### src/rtl/path_sm_pkg.sv
`default_nettype none
package path_sm_pkg;
  localparam int LANES = 8;
  // State register encodings written on every lane
  localparam logic [3:0] CODE_GROUND      = 4'h1;
  localparam logic [3:0] CODE_OPERATIONAL = 4'h4;
  localparam logic [3:0] CODE_INITIALIZING = 4'h7;
  localparam logic [3:0] CODE_TEARDOWN    = 4'h3;
  localparam logic [3:0] CODE_READY_IDLE  = 4'h2;
  localparam logic [3:0] CODE_UNMUTING    = 4'h5;
  localparam logic [3:0] CODE_MUTING      = 4'h6;
  // Register offsets
  localparam logic [3:0] ADDR_CONTROL   = 4'h0;
  localparam logic [3:0] ADDR_OFF       = 4'h1;
  localparam logic [3:0] ADDR_MUTE      = 4'h2;
  localparam logic [3:0] ADDR_STATE     = 4'h3;
  localparam logic [3:0] ADDR_FLAGS     = 4'h4;
  localparam logic [3:0] ADDR_PENDING   = 4'h5;
  localparam logic [3:0] ADDR_DURATION  = 4'h6;
  // Field positions and reset values
  localparam int CTRL_TEARDOWN_BIT = 0;
  localparam int CTRL_CLR_FLAGS_BIT = 1;
  localparam int DUR_INIT_BIT  = 0;
  localparam int DUR_OTHER_BIT = 1;
  localparam logic [7:0] PENDING_RESET = 8'hFF;
  localparam logic [1:0] DURATION_RESET = 2'h3;
  localparam logic [31:0] TEARDOWN_RESET = 32'h0000_0001;

  typedef enum logic [2:0] {
    path_ground_state,
    path_initializing_state,
    path_ready_idle_state,
    path_teardown_state,
    tx_unmuting_state,
    path_operational_state,
    tx_muting_state
  } path_state_type;

  // Hardware progress signals from the data path electronics
  typedef struct packed {
    logic init_done;
    logic teardown_done;
    logic tx_stable;
    logic tx_quiet;
  } progress_type;

  // Power and output controls towards the data path electronics
  typedef struct packed {
    logic       power_on;
    logic       configure;
    logic       adapt_auto;
    logic [7:0] tx_quiescent;
  } drive_type;

  // Code reported in the per-lane state register
  function automatic logic [3:0] state_code(input path_state_type s);
    unique case (s)
      path_ground_state:       state_code = CODE_GROUND;
      path_initializing_state: state_code = CODE_INITIALIZING;
      path_ready_idle_state:   state_code = CODE_READY_IDLE;
      path_teardown_state:     state_code = CODE_TEARDOWN;
      tx_unmuting_state:       state_code = CODE_UNMUTING;
      path_operational_state:  state_code = CODE_OPERATIONAL;
      tx_muting_state:         state_code = CODE_MUTING;
      default:                 state_code = CODE_GROUND;
    endcase
  endfunction
endpackage
`default_nettype wire

### src/rtl/data_path_state_machine.sv
// How it works
// - Initializing powers and configures the path
// - Initializing clears every lane's pending bit
// - Initializing holds all Tx outputs quiescent
// - Adaptation completes automatically when signal appears
// - Output controls ignored while initializing
// - Teardown request during init goes teardown
// - Init finishes only when resources ready
// - Entry writes state; steady entry evaluates flag
// - Ready idle: lanes follow off/mute controls
// - Re-teardown in ready idle has priority
// - No mute request: ready idle goes unmuting
// - Teardown may power down unshared electronics
// - Teardown quiets outputs, controls ignored
// - Teardown done goes to ground state
// - Unmuting unmutes all lanes of path except auto-squelch
// - Mute request during unmuting goes muting
// - Unmuting ends when Tx outputs stable
// - Operational keeps outputs unmuted except auto-squelch
// - Mute request in operational goes muting
// - Auto-squelch may mute lane on loss
// - Any lane off or mute requests muting
// - Flag only after significant transient state
// - State changes never clear flags
`default_nettype none
module data_path_state_machine
  import path_sm_pkg::*;
(
  // Clock and reset
  input  wire logic         mclk,
  input  wire logic         reset,
  // Register port
  input  wire logic [3:0]   addr,
  input  wire logic [31:0]  wdata,
  input  wire logic         wr,
  input  wire logic         rd,
  output logic      [31:0]  rdata,
  // Data path electronics
  input  wire progress_type progress,
  input  wire logic         shared_in_use,
  input  wire logic [7:0]   host_lane_los,
  input  wire logic         auto_squelch_enable,
  output drive_type         drive,
  // State reporting
  output logic      [31:0]  path_state_register
);

  path_state_type state;
  path_state_type next_state;
  logic           teardown_request_signal;
  logic           re_teardown_request_signal;
  logic           tx_mute_request_signal;
  logic [7:0]     tx_lane_output_off;
  logic [7:0]     tx_lane_forced_mute;
  logic [7:0]     init_pending_bit;
  logic [7:0]     path_state_change_flag;
  logic [1:0]     max_init_duration_field;
  logic           significant_seen;
  logic           entering;
  logic           steady_entry;
  logic           transient_significant;
  logic           reset_teardown;

  // Host derived transition signals
  assign teardown_request_signal    = reset_teardown;
  assign re_teardown_request_signal = reset_teardown;
  assign tx_mute_request_signal     = |(tx_lane_output_off | tx_lane_forced_mute);

  // Host control registers
  always_ff @(posedge mclk) begin
    if (reset) begin
      reset_teardown          <= TEARDOWN_RESET[CTRL_TEARDOWN_BIT];
      tx_lane_output_off      <= 8'h00;
      tx_lane_forced_mute     <= 8'h00;
      max_init_duration_field <= DURATION_RESET;
    end else if (wr) begin
      unique case (addr)
        ADDR_CONTROL:  reset_teardown <= wdata[CTRL_TEARDOWN_BIT];
        ADDR_OFF:      tx_lane_output_off <= wdata[7:0];
        ADDR_MUTE:     tx_lane_forced_mute <= wdata[7:0];
        ADDR_DURATION: max_init_duration_field <= wdata[1:0];
        default: ;
      endcase
    end
  end

  // Next state
  always_comb begin
    next_state = state;
    unique case (state)
      path_ground_state:
        if (!teardown_request_signal) next_state = path_initializing_state;
      path_initializing_state:
        if (teardown_request_signal) next_state = path_teardown_state;
        else if (progress.init_done) next_state = path_ready_idle_state;
      path_ready_idle_state:
        if (re_teardown_request_signal) next_state = path_teardown_state;
        else if (!tx_mute_request_signal) next_state = tx_unmuting_state;
      path_teardown_state:
        if (progress.teardown_done && progress.tx_quiet) next_state = path_ground_state;
      tx_unmuting_state:
        if (tx_mute_request_signal) next_state = tx_muting_state;
        else if (progress.tx_stable) next_state = path_operational_state;
      path_operational_state:
        if (tx_mute_request_signal) next_state = tx_muting_state;
      tx_muting_state:
        if (progress.tx_quiet) next_state = path_ready_idle_state;
      default: next_state = path_ground_state;
    endcase
  end

  // State register, synchronous reset
  always_ff @(posedge mclk) begin
    if (reset) state <= path_ground_state;
    else state <= next_state;
  end

  assign entering = (next_state != state);
  // Steady entry with no exit condition already met
  assign steady_entry =
    (next_state == path_ready_idle_state && !re_teardown_request_signal
      && tx_mute_request_signal) ||
    (next_state == path_operational_state && !tx_mute_request_signal) ||
    (next_state == path_ground_state && teardown_request_signal);
  assign transient_significant =
    (state == path_initializing_state) ? max_init_duration_field[DUR_INIT_BIT]
                                       : max_init_duration_field[DUR_OTHER_BIT];

  // Tracks significant transient since last indication
  always_ff @(posedge mclk) begin
    if (reset) significant_seen <= 1'b0;
    else if (entering && steady_entry) significant_seen <= 1'b0;
    else if (entering && state != path_ready_idle_state && state != path_ground_state
             && state != path_operational_state && transient_significant)
      significant_seen <= 1'b1;
  end

  // State-changed flags, sticky; cleared only by host write
  always_ff @(posedge mclk) begin
    if (reset) path_state_change_flag <= 8'h00;
    else if (entering && steady_entry && (significant_seen || transient_significant))
      path_state_change_flag <= 8'hFF;
    else if (wr && addr == ADDR_FLAGS) path_state_change_flag <= path_state_change_flag & ~wdata[7:0];
  end

  // Pending bits cleared in initializing, set by host
  always_ff @(posedge mclk) begin
    if (reset) init_pending_bit <= PENDING_RESET;
    else if (state == path_initializing_state) init_pending_bit <= 8'h00;
    else if (wr && addr == ADDR_PENDING) init_pending_bit <= init_pending_bit | wdata[7:0];
  end

  // Per-lane state replicated on entry
  always_ff @(posedge mclk) begin
    if (reset) path_state_register <= {LANES{CODE_GROUND}};
    else if (entering) path_state_register <= {LANES{state_code(next_state)}};
  end

  // Electronics control and output quiescence
  always_ff @(posedge mclk) begin
    if (reset) begin
      drive <= '{power_on: 1'b0, configure: 1'b0, adapt_auto: 1'b0, tx_quiescent: 8'hFF};
    end else begin
      drive.configure  <= (next_state == path_initializing_state);
      drive.adapt_auto <= (next_state != path_ground_state);
      if (next_state == path_initializing_state)
        drive.power_on <= 1'b1;
      else if (next_state == path_teardown_state || next_state == path_ground_state)
        drive.power_on <= shared_in_use;
      unique case (next_state)
        path_ground_state, path_initializing_state, path_teardown_state:
          drive.tx_quiescent <= 8'hFF;
        path_ready_idle_state, tx_muting_state:
          drive.tx_quiescent <= tx_lane_output_off | tx_lane_forced_mute
            | (auto_squelch_enable ? host_lane_los : 8'h00);
        tx_unmuting_state, path_operational_state:
          drive.tx_quiescent <= auto_squelch_enable ? host_lane_los : 8'h00;
        default: drive.tx_quiescent <= 8'hFF;
      endcase
    end
  end

  // Register read, data one cycle later
  always_ff @(posedge mclk) begin
    if (reset) rdata <= 32'h0;
    else if (rd) begin
      unique case (addr)
        ADDR_CONTROL:  rdata <= {31'h0, reset_teardown};
        ADDR_OFF:      rdata <= {24'h0, tx_lane_output_off};
        ADDR_MUTE:     rdata <= {24'h0, tx_lane_forced_mute};
        ADDR_STATE:    rdata <= path_state_register;
        ADDR_FLAGS:    rdata <= {24'h0, path_state_change_flag};
        ADDR_PENDING:  rdata <= {24'h0, init_pending_bit};
        ADDR_DURATION: rdata <= {30'h0, max_init_duration_field};
        default:       rdata <= 32'h0;
      endcase
    end else rdata <= 32'h0;
  end

  // Checks
  AST_TEARDOWN_IN_INIT: assert property (@(posedge mclk) disable iff (reset)
    state == path_initializing_state && teardown_request_signal |=> state == path_teardown_state)
    else $error("init did not go to teardown");
  AST_QUIET_IN_INIT: assert property (@(posedge mclk) disable iff (reset)
    state == path_initializing_state && $past(state) == path_initializing_state
      |-> drive.tx_quiescent == 8'hFF)
    else $error("Tx not quiescent in init");
  AST_PENDING_CLEAR: assert property (@(posedge mclk) disable iff (reset)
    state == path_initializing_state |=> init_pending_bit == 8'h00)
    else $error("pending bits not cleared");
  AST_RETEARDOWN_PRIO: assert property (@(posedge mclk) disable iff (reset)
    state == path_ready_idle_state && re_teardown_request_signal |=> state == path_teardown_state)
    else $error("ready idle missed teardown");
  AST_IDLE_UNMUTE: assert property (@(posedge mclk) disable iff (reset)
    state == path_ready_idle_state && !re_teardown_request_signal && !tx_mute_request_signal
      |=> state == tx_unmuting_state)
    else $error("ready idle missed unmute");
  AST_UNMUTE_ABORT: assert property (@(posedge mclk) disable iff (reset)
    state == tx_unmuting_state && tx_mute_request_signal |=> state == tx_muting_state)
    else $error("unmuting missed mute request");
  AST_OPER_MUTE: assert property (@(posedge mclk) disable iff (reset)
    state == path_operational_state && tx_mute_request_signal |=> state == tx_muting_state)
    else $error("operational missed mute request");
  AST_STATE_REPORT: assert property (@(posedge mclk) disable iff (reset)
    state != $past(state) |-> path_state_register == {LANES{state_code(state)}})
    else $error("state register not updated");
  AST_FLAG_KEEP: assert property (@(posedge mclk) disable iff (reset)
    !(wr && addr == ADDR_FLAGS) |=> (path_state_change_flag & $past(path_state_change_flag))
      == $past(path_state_change_flag))
    else $error("flag cleared by state change");
  AST_TEARDOWN_DONE: assert property (@(posedge mclk) disable iff (reset)
    state == path_teardown_state && progress.teardown_done && progress.tx_quiet
      |=> state == path_ground_state)
    else $error("teardown did not finish");

  // Electronics powered and configured throughout init
  AST_POWER_IN_INIT: assert property (@(posedge mclk) disable iff (reset)
    state == path_initializing_state |-> drive.power_on && drive.configure)
    else $error("init without power or configure");

  // Automatic adaptation armed outside ground state
  AST_ADAPT_ARMED: assert property (@(posedge mclk) disable iff (reset)
    state != path_ground_state |-> drive.adapt_auto)
    else $error("adaptation not armed");

  // Pending bits stay clear while init lasts
  AST_PENDING_HOLD: assert property (@(posedge mclk) disable iff (reset)
    state == path_initializing_state && $past(state) == path_initializing_state
      |-> init_pending_bit == 8'h00)
    else $error("pending bit set during init");

  // Lane controls have no effect from init entry on
  AST_CTRL_IGNORED_INIT: assert property (@(posedge mclk) disable iff (reset)
    state == path_initializing_state |-> drive.tx_quiescent == 8'hFF)
    else $error("lane controls acted during init");

  // No teardown from init without request
  AST_INIT_NO_TEARDOWN: assert property (@(posedge mclk) disable iff (reset)
    state == path_initializing_state && !teardown_request_signal
      |=> state != path_teardown_state)
    else $error("init tore down unasked");

  // Init completes once electronics report ready
  AST_INIT_DONE: assert property (@(posedge mclk) disable iff (reset)
    state == path_initializing_state && !teardown_request_signal && progress.init_done
      |=> state == path_ready_idle_state)
    else $error("init did not complete");

  // Init never completes before electronics ready
  AST_INIT_WAITS: assert property (@(posedge mclk) disable iff (reset)
    state == path_initializing_state && !progress.init_done
      |=> state != path_ready_idle_state)
    else $error("init left early");

  // Flag set on significant steady entry into idle
  AST_FLAG_ON_ENTRY: assert property (@(posedge mclk) disable iff (reset)
    state == path_initializing_state && !teardown_request_signal && progress.init_done
      && tx_mute_request_signal && max_init_duration_field[DUR_INIT_BIT]
      |=> path_state_change_flag == 8'hFF)
    else $error("flag not set on idle entry");

  // State register only moves with the state
  AST_STATE_STEADY: assert property (@(posedge mclk) disable iff (reset)
    state == $past(state) |-> path_state_register == $past(path_state_register))
    else $error("state register moved without entry");

  // Idle lanes honour off and mute controls
  AST_IDLE_LANES: assert property (@(posedge mclk) disable iff (reset)
    state == path_ready_idle_state && $past(state) == path_ready_idle_state
      |-> (drive.tx_quiescent & $past(tx_lane_output_off | tx_lane_forced_mute))
        == $past(tx_lane_output_off | tx_lane_forced_mute))
    else $error("idle lane not quiescent");

  // Idle stays while mute request holds
  AST_IDLE_HOLD: assert property (@(posedge mclk) disable iff (reset)
    state == path_ready_idle_state && !re_teardown_request_signal && tx_mute_request_signal
      |=> state == path_ready_idle_state)
    else $error("idle left while muted");

  // Shared electronics stay powered in teardown
  AST_SHARED_POWER: assert property (@(posedge mclk) disable iff (reset)
    state == path_teardown_state && shared_in_use |=> drive.power_on)
    else $error("shared electronics powered down");

  // Teardown outputs quiescent, controls ignored
  AST_QUIET_TEARDOWN: assert property (@(posedge mclk) disable iff (reset)
    state == path_teardown_state |-> drive.tx_quiescent == 8'hFF)
    else $error("Tx not quiescent in teardown");

  // Ground state outputs quiescent
  AST_QUIET_GROUND: assert property (@(posedge mclk) disable iff (reset)
    state == path_ground_state |-> drive.tx_quiescent == 8'hFF)
    else $error("Tx not quiescent in ground");

  // Teardown waits for electronics
  AST_TEARDOWN_WAITS: assert property (@(posedge mclk) disable iff (reset)
    state == path_teardown_state && !progress.teardown_done
      |=> state == path_teardown_state)
    else $error("teardown left early");

  // Unmuting drives all lanes live when auto-squelch is off
  AST_UNMUTE_LANES: assert property (@(posedge mclk) disable iff (reset)
    state == tx_unmuting_state && $past(state) == tx_unmuting_state
      && !$past(auto_squelch_enable) |-> drive.tx_quiescent == 8'h00)
    else $error("lane muted while unmuting");

  // Unmuting ends on stable outputs
  AST_UNMUTE_DONE: assert property (@(posedge mclk) disable iff (reset)
    state == tx_unmuting_state && !tx_mute_request_signal && progress.tx_stable
      |=> state == path_operational_state)
    else $error("unmuting did not finish");

  // Unmuting waits for stable outputs
  AST_UNMUTE_WAITS: assert property (@(posedge mclk) disable iff (reset)
    state == tx_unmuting_state && !progress.tx_stable
      |=> state != path_operational_state)
    else $error("operational before outputs stable");

  // Operational lanes live unless squelched
  AST_OPER_LIVE: assert property (@(posedge mclk) disable iff (reset)
    state == path_operational_state && $past(state) == path_operational_state
      |-> (drive.tx_quiescent & ~$past(host_lane_los)) == 8'h00)
    else $error("operational lane muted");

  // Operational stays without mute request
  AST_OPER_HOLD: assert property (@(posedge mclk) disable iff (reset)
    state == path_operational_state && !tx_mute_request_signal
      |=> state == path_operational_state)
    else $error("operational left unasked");

  // Auto-squelch mutes lanes with lost input
  AST_SQUELCH_LANE: assert property (@(posedge mclk) disable iff (reset)
    state == path_operational_state && $past(state) == path_operational_state
      && $past(auto_squelch_enable) |-> drive.tx_quiescent == $past(host_lane_los))
    else $error("auto-squelch not applied");

  // Lane off write raises mute request
  AST_MUTE_REQ: assert property (@(posedge mclk) disable iff (reset)
    wr && addr == ADDR_OFF && wdata[7:0] != 8'h00 |=> tx_mute_request_signal)
    else $error("lane off without mute request");

  // Flags rise only on steady state entry
  AST_FLAG_ONLY_STEADY: assert property (@(posedge mclk) disable iff (reset)
    (path_state_change_flag & ~$past(path_state_change_flag)) != 8'h00
      |-> state == path_ready_idle_state || state == path_operational_state
        || state == path_ground_state)
    else $error("flag raised outside steady entry");

  // Every lane reports the same state code
  AST_ONE_MACHINE: assert property (@(posedge mclk) disable iff (reset)
    path_state_register == {LANES{path_state_register[3:0]}})
    else $error("lanes report different states");

endmodule // data_path_state_machine
`default_nettype wire

### config.mk
export PLATFORM = sky130hd
export DESIGN_NAME = data_path_state_machine
export DESIGN_NICKNAME = d
export VERILOG_FILES = /design/src/rtl/path_sm_pkg.sv /design/src/rtl/data_path_state_machine.sv
export SDC_FILE = /design/constraint.sdc
export NUM_CORES = 1
export LEC_CHECK = 0
export ABC_AREA = 1
export BUFFER_PORTS_ARGS = -buffer_cell sky130_fd_sc_hd__buf_2
export CORE_AREA = 2 2 115 117
export CTS_BUF_LIST = sky130_fd_sc_hd__clkbuf_4 sky130_fd_sc_hd__clkbuf_8
export DETAILED_ROUTE_END_ITERATION = 10
export DIE_AREA = 0 0 117 119
export HOLD_SLACK_MARGIN = 0.03
export PLACE_DENSITY = 0.53
export SYNTH_ARGS = -nofsm -noshare
export SYNTH_HDL_FRONTEND = slang
export SYNTH_SLANG_ARGS = --single-unit
### constraint.sdc
create_clock -name mclk -period 1.85 [get_ports mclk]
set_input_delay 0 -clock mclk [delete_from_list [all_inputs] [get_ports mclk]]
set_output_delay 0 -clock mclk [all_outputs]
set_load 0.05 [all_outputs]
# --- Word level (Yosys, flattened, before mapping) ---
# Cells that the tools add are included.
word_totals:
  regBits: 114
  in_bits: 54
  output_inout_bits: 75
  wordCells: 99
op_classes:
  n_eq_ne: 21
  n_mux: 22
  bitwise: 6
  reduce_logical: 36
op_table:
  columns: ["op", "count"]
  rows:
  - ["case mux 32 bit (7 select lines)", 1]
  - ["2-to-1 mux 8 bit", 5]
  - ["2-to-1 mux 3 bit", 10]
  - ["bitwise OR 8 bit", 3]
  - ["case mux 3 bit (7 select lines)", 1]
  - ["equality test 3 bit, second input constant", 6]
  - ["case mux 3 bit (6 select lines)", 1]
  - ["case mux 8 bit (2 select lines)", 1]
  - ["logical AND 1 bit", 13]
  - ["equality test 3 x 2 -> 1 bit, second input constant", 4]
  - ["equality test 4 x 3 -> 1 bit, second input constant", 3]
  - ["bitwise AND 8 bit", 1]
  - ["equality test 4 x 2 -> 1 bit, second input constant", 2]
  - ["inverter 8 bit", 1]
  - ["AND reduction 2 bit", 4]
  - ["OR reduction 2 bit", 4]
  - ["OR reduction 8 bit", 1]
  - ["equality test 3 x 1 -> 1 bit, second input constant", 2]
  - ["logical NOT 3 bit", 2]
  - ["nonzero test 2 bit", 3]
  - ["nonzero test 3 bit", 2]
  - ["equality test 4 x 1 -> 1 bit, second input constant", 1]
  - ["logical NOT 4 bit", 1]
  - ["logical OR 1 bit", 4]
  - ["6 further kinds", 9]

# --- Longest topological paths before layout ---
logic_depth:
  word_depth: 13
  ltp_mapped: 14
  ltp_nobuf: 14

# --- Least setup slack after synthesis ---
# No wires, ideal clock.
synth_timing:
  kind: "reg2reg"
  startpoint: "register tx_lane_forced_mute[1]"
  endpoint: "register path_state_change_flag[0]"
  setup_time_ns: 0.136
  arrival_ns: 1.493
  required_ns: 1.714
  setup_slack_ns: 0.221
  stages_incl_launch_ff: 11
  path_buffers: 0
  period_less_slack_ns: 1.629
  path_cell_list: "dfxtp_1 nor2_2 nand2_1 nor2_2 nand2_1 a21oi_2 nand2_2 a21oi_1 nand2_4 nand3_4 a21oi_2"
synth_via:
  elab_chain_cells: 13
  word_cells_on_any_way: 22
  cone_classes: "eq/ne: 3; mux: 6; bitwise: 1; reduce/logical: 12"
synth_lines:
  columns: ["item", "line", "source"]
  rows:
  - ["start, declared", "data_path_state_machine.sv:54", "logic [7:0] tx_lane_forced_mute;"]
  - ["start signal, assigned", "data_path_state_machine.sv:80", "ADDR_MUTE: tx_lane_forced_mute <= wdata[7:0];"]
  - ["bitwise OR 8 bit (*)", "data_path_state_machine.sv:67", "assign tx_mute_request_signal = |(tx_lane_output_off | tx_lane_forced_mute);"]
  - ["OR reduction 8 bit (*)", "data_path_state_machine.sv:67", null]
  - ["2-to-1 mux 3 bit", "data_path_state_machine.sv:98", "else if (!tx_mute_request_signal) next_state = tx_unmuting_state;"]
  - ["2-to-1 mux 3 bit", "data_path_state_machine.sv:97", "if (re_teardown_request_signal) next_state = path_teardown_state;"]
  - ["case mux 3 bit (7 select lines)", "data_path_state_machine.sv:90", "unique case (state)"]
  - ["equality test 3 x 2 -> 1 bit", "data_path_state_machine.sv:121", "(next_state == path_ready_idle_state && !re_teardown_request_signal"]
  - ["logical AND 1 bit", "data_path_state_machine.sv:121", null]
  - ["logical AND 1 bit", "data_path_state_machine.sv:122", "&& tx_mute_request_signal) ||"]
  - ["logical OR 1 bit", "data_path_state_machine.sv:122", null]
  - ["logical OR 1 bit", "data_path_state_machine.sv:123", "(next_state == path_operational_state && !tx_mute_request_signal) ||"]
  - ["logical AND 1 bit (*) (2 in series)", "data_path_state_machine.sv:141", "else if (entering && steady_entry && (significant_seen || transient_significant))"]
  - ["2-to-1 mux 8 bit / nonzero test 2 bit (equally long branches)", null, null]
  - ["end signal, assigned", "data_path_state_machine.sv:143", "else if (wr && addr == ADDR_FLAGS) path_state_change_flag <= path_state_change_flag & ~wdata[7:0];"]
  - ["end, declared", "data_path_state_machine.sv:56", "logic [7:0] path_state_change_flag;"]
# Mark *: on every way between the ends. The rest lies on a longest branch, timed or not.
# A chain may end at the register's enable or synchronous reset.

# --- Worst setup path after layout ---
layout_timing:
  startpoint: "register tx_lane_output_off[6]"
  endpoint: "register path_state_change_flag[2]"
layout_via:
  elab_chain_cells: 13
  word_cells_on_any_way: 22
  cone_classes: "eq/ne: 3; mux: 6; bitwise: 1; reduce/logical: 12"
layout_lines:
  columns: ["item", "line", "source"]
  rows:
  - ["start, declared", "data_path_state_machine.sv:53", "logic [7:0] tx_lane_output_off;"]
  - ["start signal, assigned", "data_path_state_machine.sv:79", "ADDR_OFF: tx_lane_output_off <= wdata[7:0];"]
  - ["bitwise OR 8 bit (*)", "data_path_state_machine.sv:67", null]
  - ["OR reduction 8 bit (*)", "data_path_state_machine.sv:67", null]
  - ["2-to-1 mux 3 bit", "data_path_state_machine.sv:98", null]
  - ["2-to-1 mux 3 bit", "data_path_state_machine.sv:97", null]
  - ["case mux 3 bit (7 select lines)", "data_path_state_machine.sv:90", null]
  - ["equality test 3 x 2 -> 1 bit", "data_path_state_machine.sv:121", null]
  - ["logical AND 1 bit", "data_path_state_machine.sv:121", null]
  - ["logical AND 1 bit", "data_path_state_machine.sv:122", null]
  - ["logical OR 1 bit", "data_path_state_machine.sv:122", null]
  - ["logical OR 1 bit", "data_path_state_machine.sv:123", null]
  - ["logical AND 1 bit (*) (2 in series)", "data_path_state_machine.sv:141", null]
  - ["2-to-1 mux 8 bit / nonzero test 2 bit (equally long branches)", null, null]
# Marked as above.

==> impl_metrics.csv <==
group,metric,value,unit
timing,max_freq,0.5540,GHz
placed_design,preCtsSetupSlack,-0.07105,ns
clock_network,clock-sinks,64,
setup_path,critPathKind,"reg2reg",
clock_network,clk_path_buf_depth,2,
setup_path,reg2reg_slack,0.04,ns
synth,synthArstFlopShare,0,%
placed_design,portBuffers,90,
power,power.density,1282,nW/um^2
synth,ys_warn_count,0,
synth,ys_ff_latch,64,
run,maxCapViolations,0,
cells_and_area,diodes,0,
clock_network,root_buffer,"clkbuf_8",
drt,initialDrtViolationCount,124,
cells_and_area,drive_gt1_share,34.45,%
synth,syn_inst,420,
die,die_h,119,microns
placed_design,place_hpwl,6655,microns
setup_path,arrival,2.08,ns
setup_path,reg2reg_depth,11,
drt,via_per_inst,4.391,
global_route,antenna_found_initial,0,
drt,first_pass_iters,5,
synth,synthTopCellsByArea,"dfxtp_1 41%, buf_4 12%, nand2_1 9.1%",
synth,synth.avg_cell_area,7.442,sq um
die,core,12870,sq um
timing,tns,0,ns
global_route,grt_util_all_layers,13.19,%
placed_design,gp_congestion,0.8886,
die,die_x,117,microns
setup_path,cp_max_fo,8,
cells_and_area,design_area,4263,sq um
placed_design,placed_area,3647,sq um
timing,rsz0062_at_grt,"yes",
synth,syn_area,3125,sq um
global_route,grt.overflow.total,0,
synth,synth_common_cells,"76 x nand2_1, 64 x dfxtp_1, 50 x buf_4",
drt,wl_per_cell,12.81,microns
drt,vias,3131,
synth,synth_top_area_share,40.99,%
synth,synthFlopType,"dfxtp_1",
min_path,min_path_cells,4,
cells_and_area,area_growth,36.39,%
min_path,holdPathEnd,"re_teardown_request_signal",
synth,synth_edf_count,0,
clock_network,htree_levels,3,
setup_path,cp-end-kind,"flip-flop",
timing,layout_worst_path_cycle_share,97.57,%
clock_network,clk_pin_slew_worst_paths,0.07,ns
synth,yosys.area.top_type,"dfxtp_1",
drt,wl,9131,microns
synth,yosysSeqAreaShare,40.99,%
setup_path,critPathRequiredTime,2.13,ns
clock_network,cts_buffers,9,
synth,synth_cell_types,29,
timing,setup_ws,0.04493,ns
setup_path,r2r_end,"path_state_change_flag[2]",
timing,setup_viol,0,
min_path,hp-class,"in2reg",
drt,drtAntennaViolNets,0,
timing,hold_ws,0.06515,ns
drt,drc_errors,0,
timing,slew_viol_final,0,
setup_path,startpoint_type,"flip-flop",
global_route,grt_pass1_wl,14170,microns
cells_and_area,fin_nets,586,
global_route,grt_max_degree,25,
power,leakage,0.001970,uW
synth,post-synth-top-count-cell,"nand2_1",
die,io_pins,129,
global_route,grt_pass1_vias,2915,
run_status,status,"completed",
clock_network,cts_tree,"yes",
timing,fin_skew,0.006186,ns
die,rows,42,
power,ir_drop,0.0003966,V
min_path,min_from,"addr[0]",
setup_path,r2r_start,"tx_lane_output_off[6]",
die,die_area,13920,sq um
clock_network,clk_latency,0.34,ns
timing,hold_viol_final,0,
timing,fin_crit,1.805,ns
die,start_util,24.28,%
## how the worst max path moves through the flow
stage / to / slack, ns / startpoint
2_1_floorplan: path_state_change_flag[0] / 0.22 / tx_lane_forced_mute[1]
3_3_place_gp: path_state_change_flag[3] / 0.01 / tx_lane_forced_mute[3]
3_5_place_dp: path_state_change_flag[2] / -0.07 / tx_lane_forced_mute[3]
4_1_cts: path_state_change_flag[2] / 0.03 / state[0]
5_1_grt: path_state_change_flag[5] / -0.10 / tx_lane_output_off[7]
6_report: path_state_change_flag[2] / 0.04 / tx_lane_output_off[6]
## timing repair
item                                   4_1_cts  5_1_grt
buffers inserted                             0        6
setup endpoints to repair                   19       21
gates cloned                                 0        0
hold buffers                                25        0
gates resized for setup                      4       19
pin swaps                                    1       16
endpoints found under the hold margin       25        0
## where the power goes
group,switching [uW],total [uW],leakage [uW],internal [uW]
logic,1590,2230,0.00133,639
registers,129,1710,0.000524,1580
clock network,582,1520,0.000119,936
total,2310,5470,0.00197,3160
## final cells by class
cell class              instances  area, sq um
fillers                      1380         8612
multi-input cells             264         1370
flip-flops and latches         64         1291
repair buffers                148        960.9
well taps                     176        220.2
inverters                      45        168.9
clock buffers                  10        137.6
clock inverters                 6        113.9
## placed cells by master, fill, tap and decap left out, types with 2 or more instances in the layout
cell / synthesis / routed
dlygate4sd3_1: 0 / 25
clkbuf_8: 0 / 10
nand3_1: 25 / 25
dfxtp_2: 0 / 5
a221oi_1: 5 / 5
clkinv_1: 3 / 3
nor2_1: 36 / 29
nor2_4: 0 / 3
bufinv_16: 0 / 3
inv_2: 6 / 6
nand2_2: 2 / 3
a31oi_1: 5 / 5
nor2_2: 6 / 10
a21oi_1: 23 / 22
o21ai_2: 2 / 2
buf_4: 50 / 32
o21ai_0: 35 / 35
nand4_1: 3 / 3
o22ai_1: 3 / 3
a21oi_2: 10 / 10
conb_1: 1 / 14
nand2_1: 76 / 74
o211ai_1: 11 / 11
nand2_4: 1 / 2
clkinvlp_4: 0 / 2
dfxtp_1: 64 / 58
inv_1: 36 / 36
buf_2: 0 / 90
## cells by family after synthesis
kind of cell | Yosys count | synth area share [%]
simple gates | 153 | 21.22
flops | 64 | 40.99
other cells | 1 | 0.1200
compound gates | 97 | 19.06
buf+inv | 105 | 18.61
## stage by stage
stage | utilization (%) | instances | power [uW]
finish | 33.11 | 713 | 5465
global route | 33.11 | 713 | 5764
CTS | 32.33 | 707 | 5419
detailed placement | 28.33 | 666 | 3866
global placement | 28.33 | 666 | 3842
floorplan | - | 433 | 3501
## layer usage
metal | part of all wire (%) | up-vias | routed length, microns | track usage (%)
met1 | 43 | 1457 | 3916 | 16.24
met3 | 5.7 | 19 | 520 | 2.799
li1 | - | 1542 | - | -
met4 | 2.2 | 0 | 204 | 5.147
met5 | 0 | - | 0 | 0
met2 | 49 | 113 | 4490 | 22.25
## worst max-delay path, cell delays in order, from the launching register on
cell and delay, ns:
dfxtp_1 0.33, nor2_2 0.13, nand2_1 0.09, nor2_2 0.15, nand2_2 0.11, a21oi_4 0.19
nand2_4 0.10, o21ai_2 0.15, inv_2 0.05, nand2_4 0.10, nand3_4 0.17, a21oi_2 0.16
## state kept, by name, indices dropped and copies added, names as in the netlist
signal and flops:
rdata 11, tx_lane_output_off 8, significant_seen 1, state 3
tx_lane_forced_mute 8, re_teardown_request_signal 1, max_init_duration_field 2, init_pending_bit 8
path_state_change_flag 8, path_state_register 3, drive 11
Power figures use the tool's default switching activity.
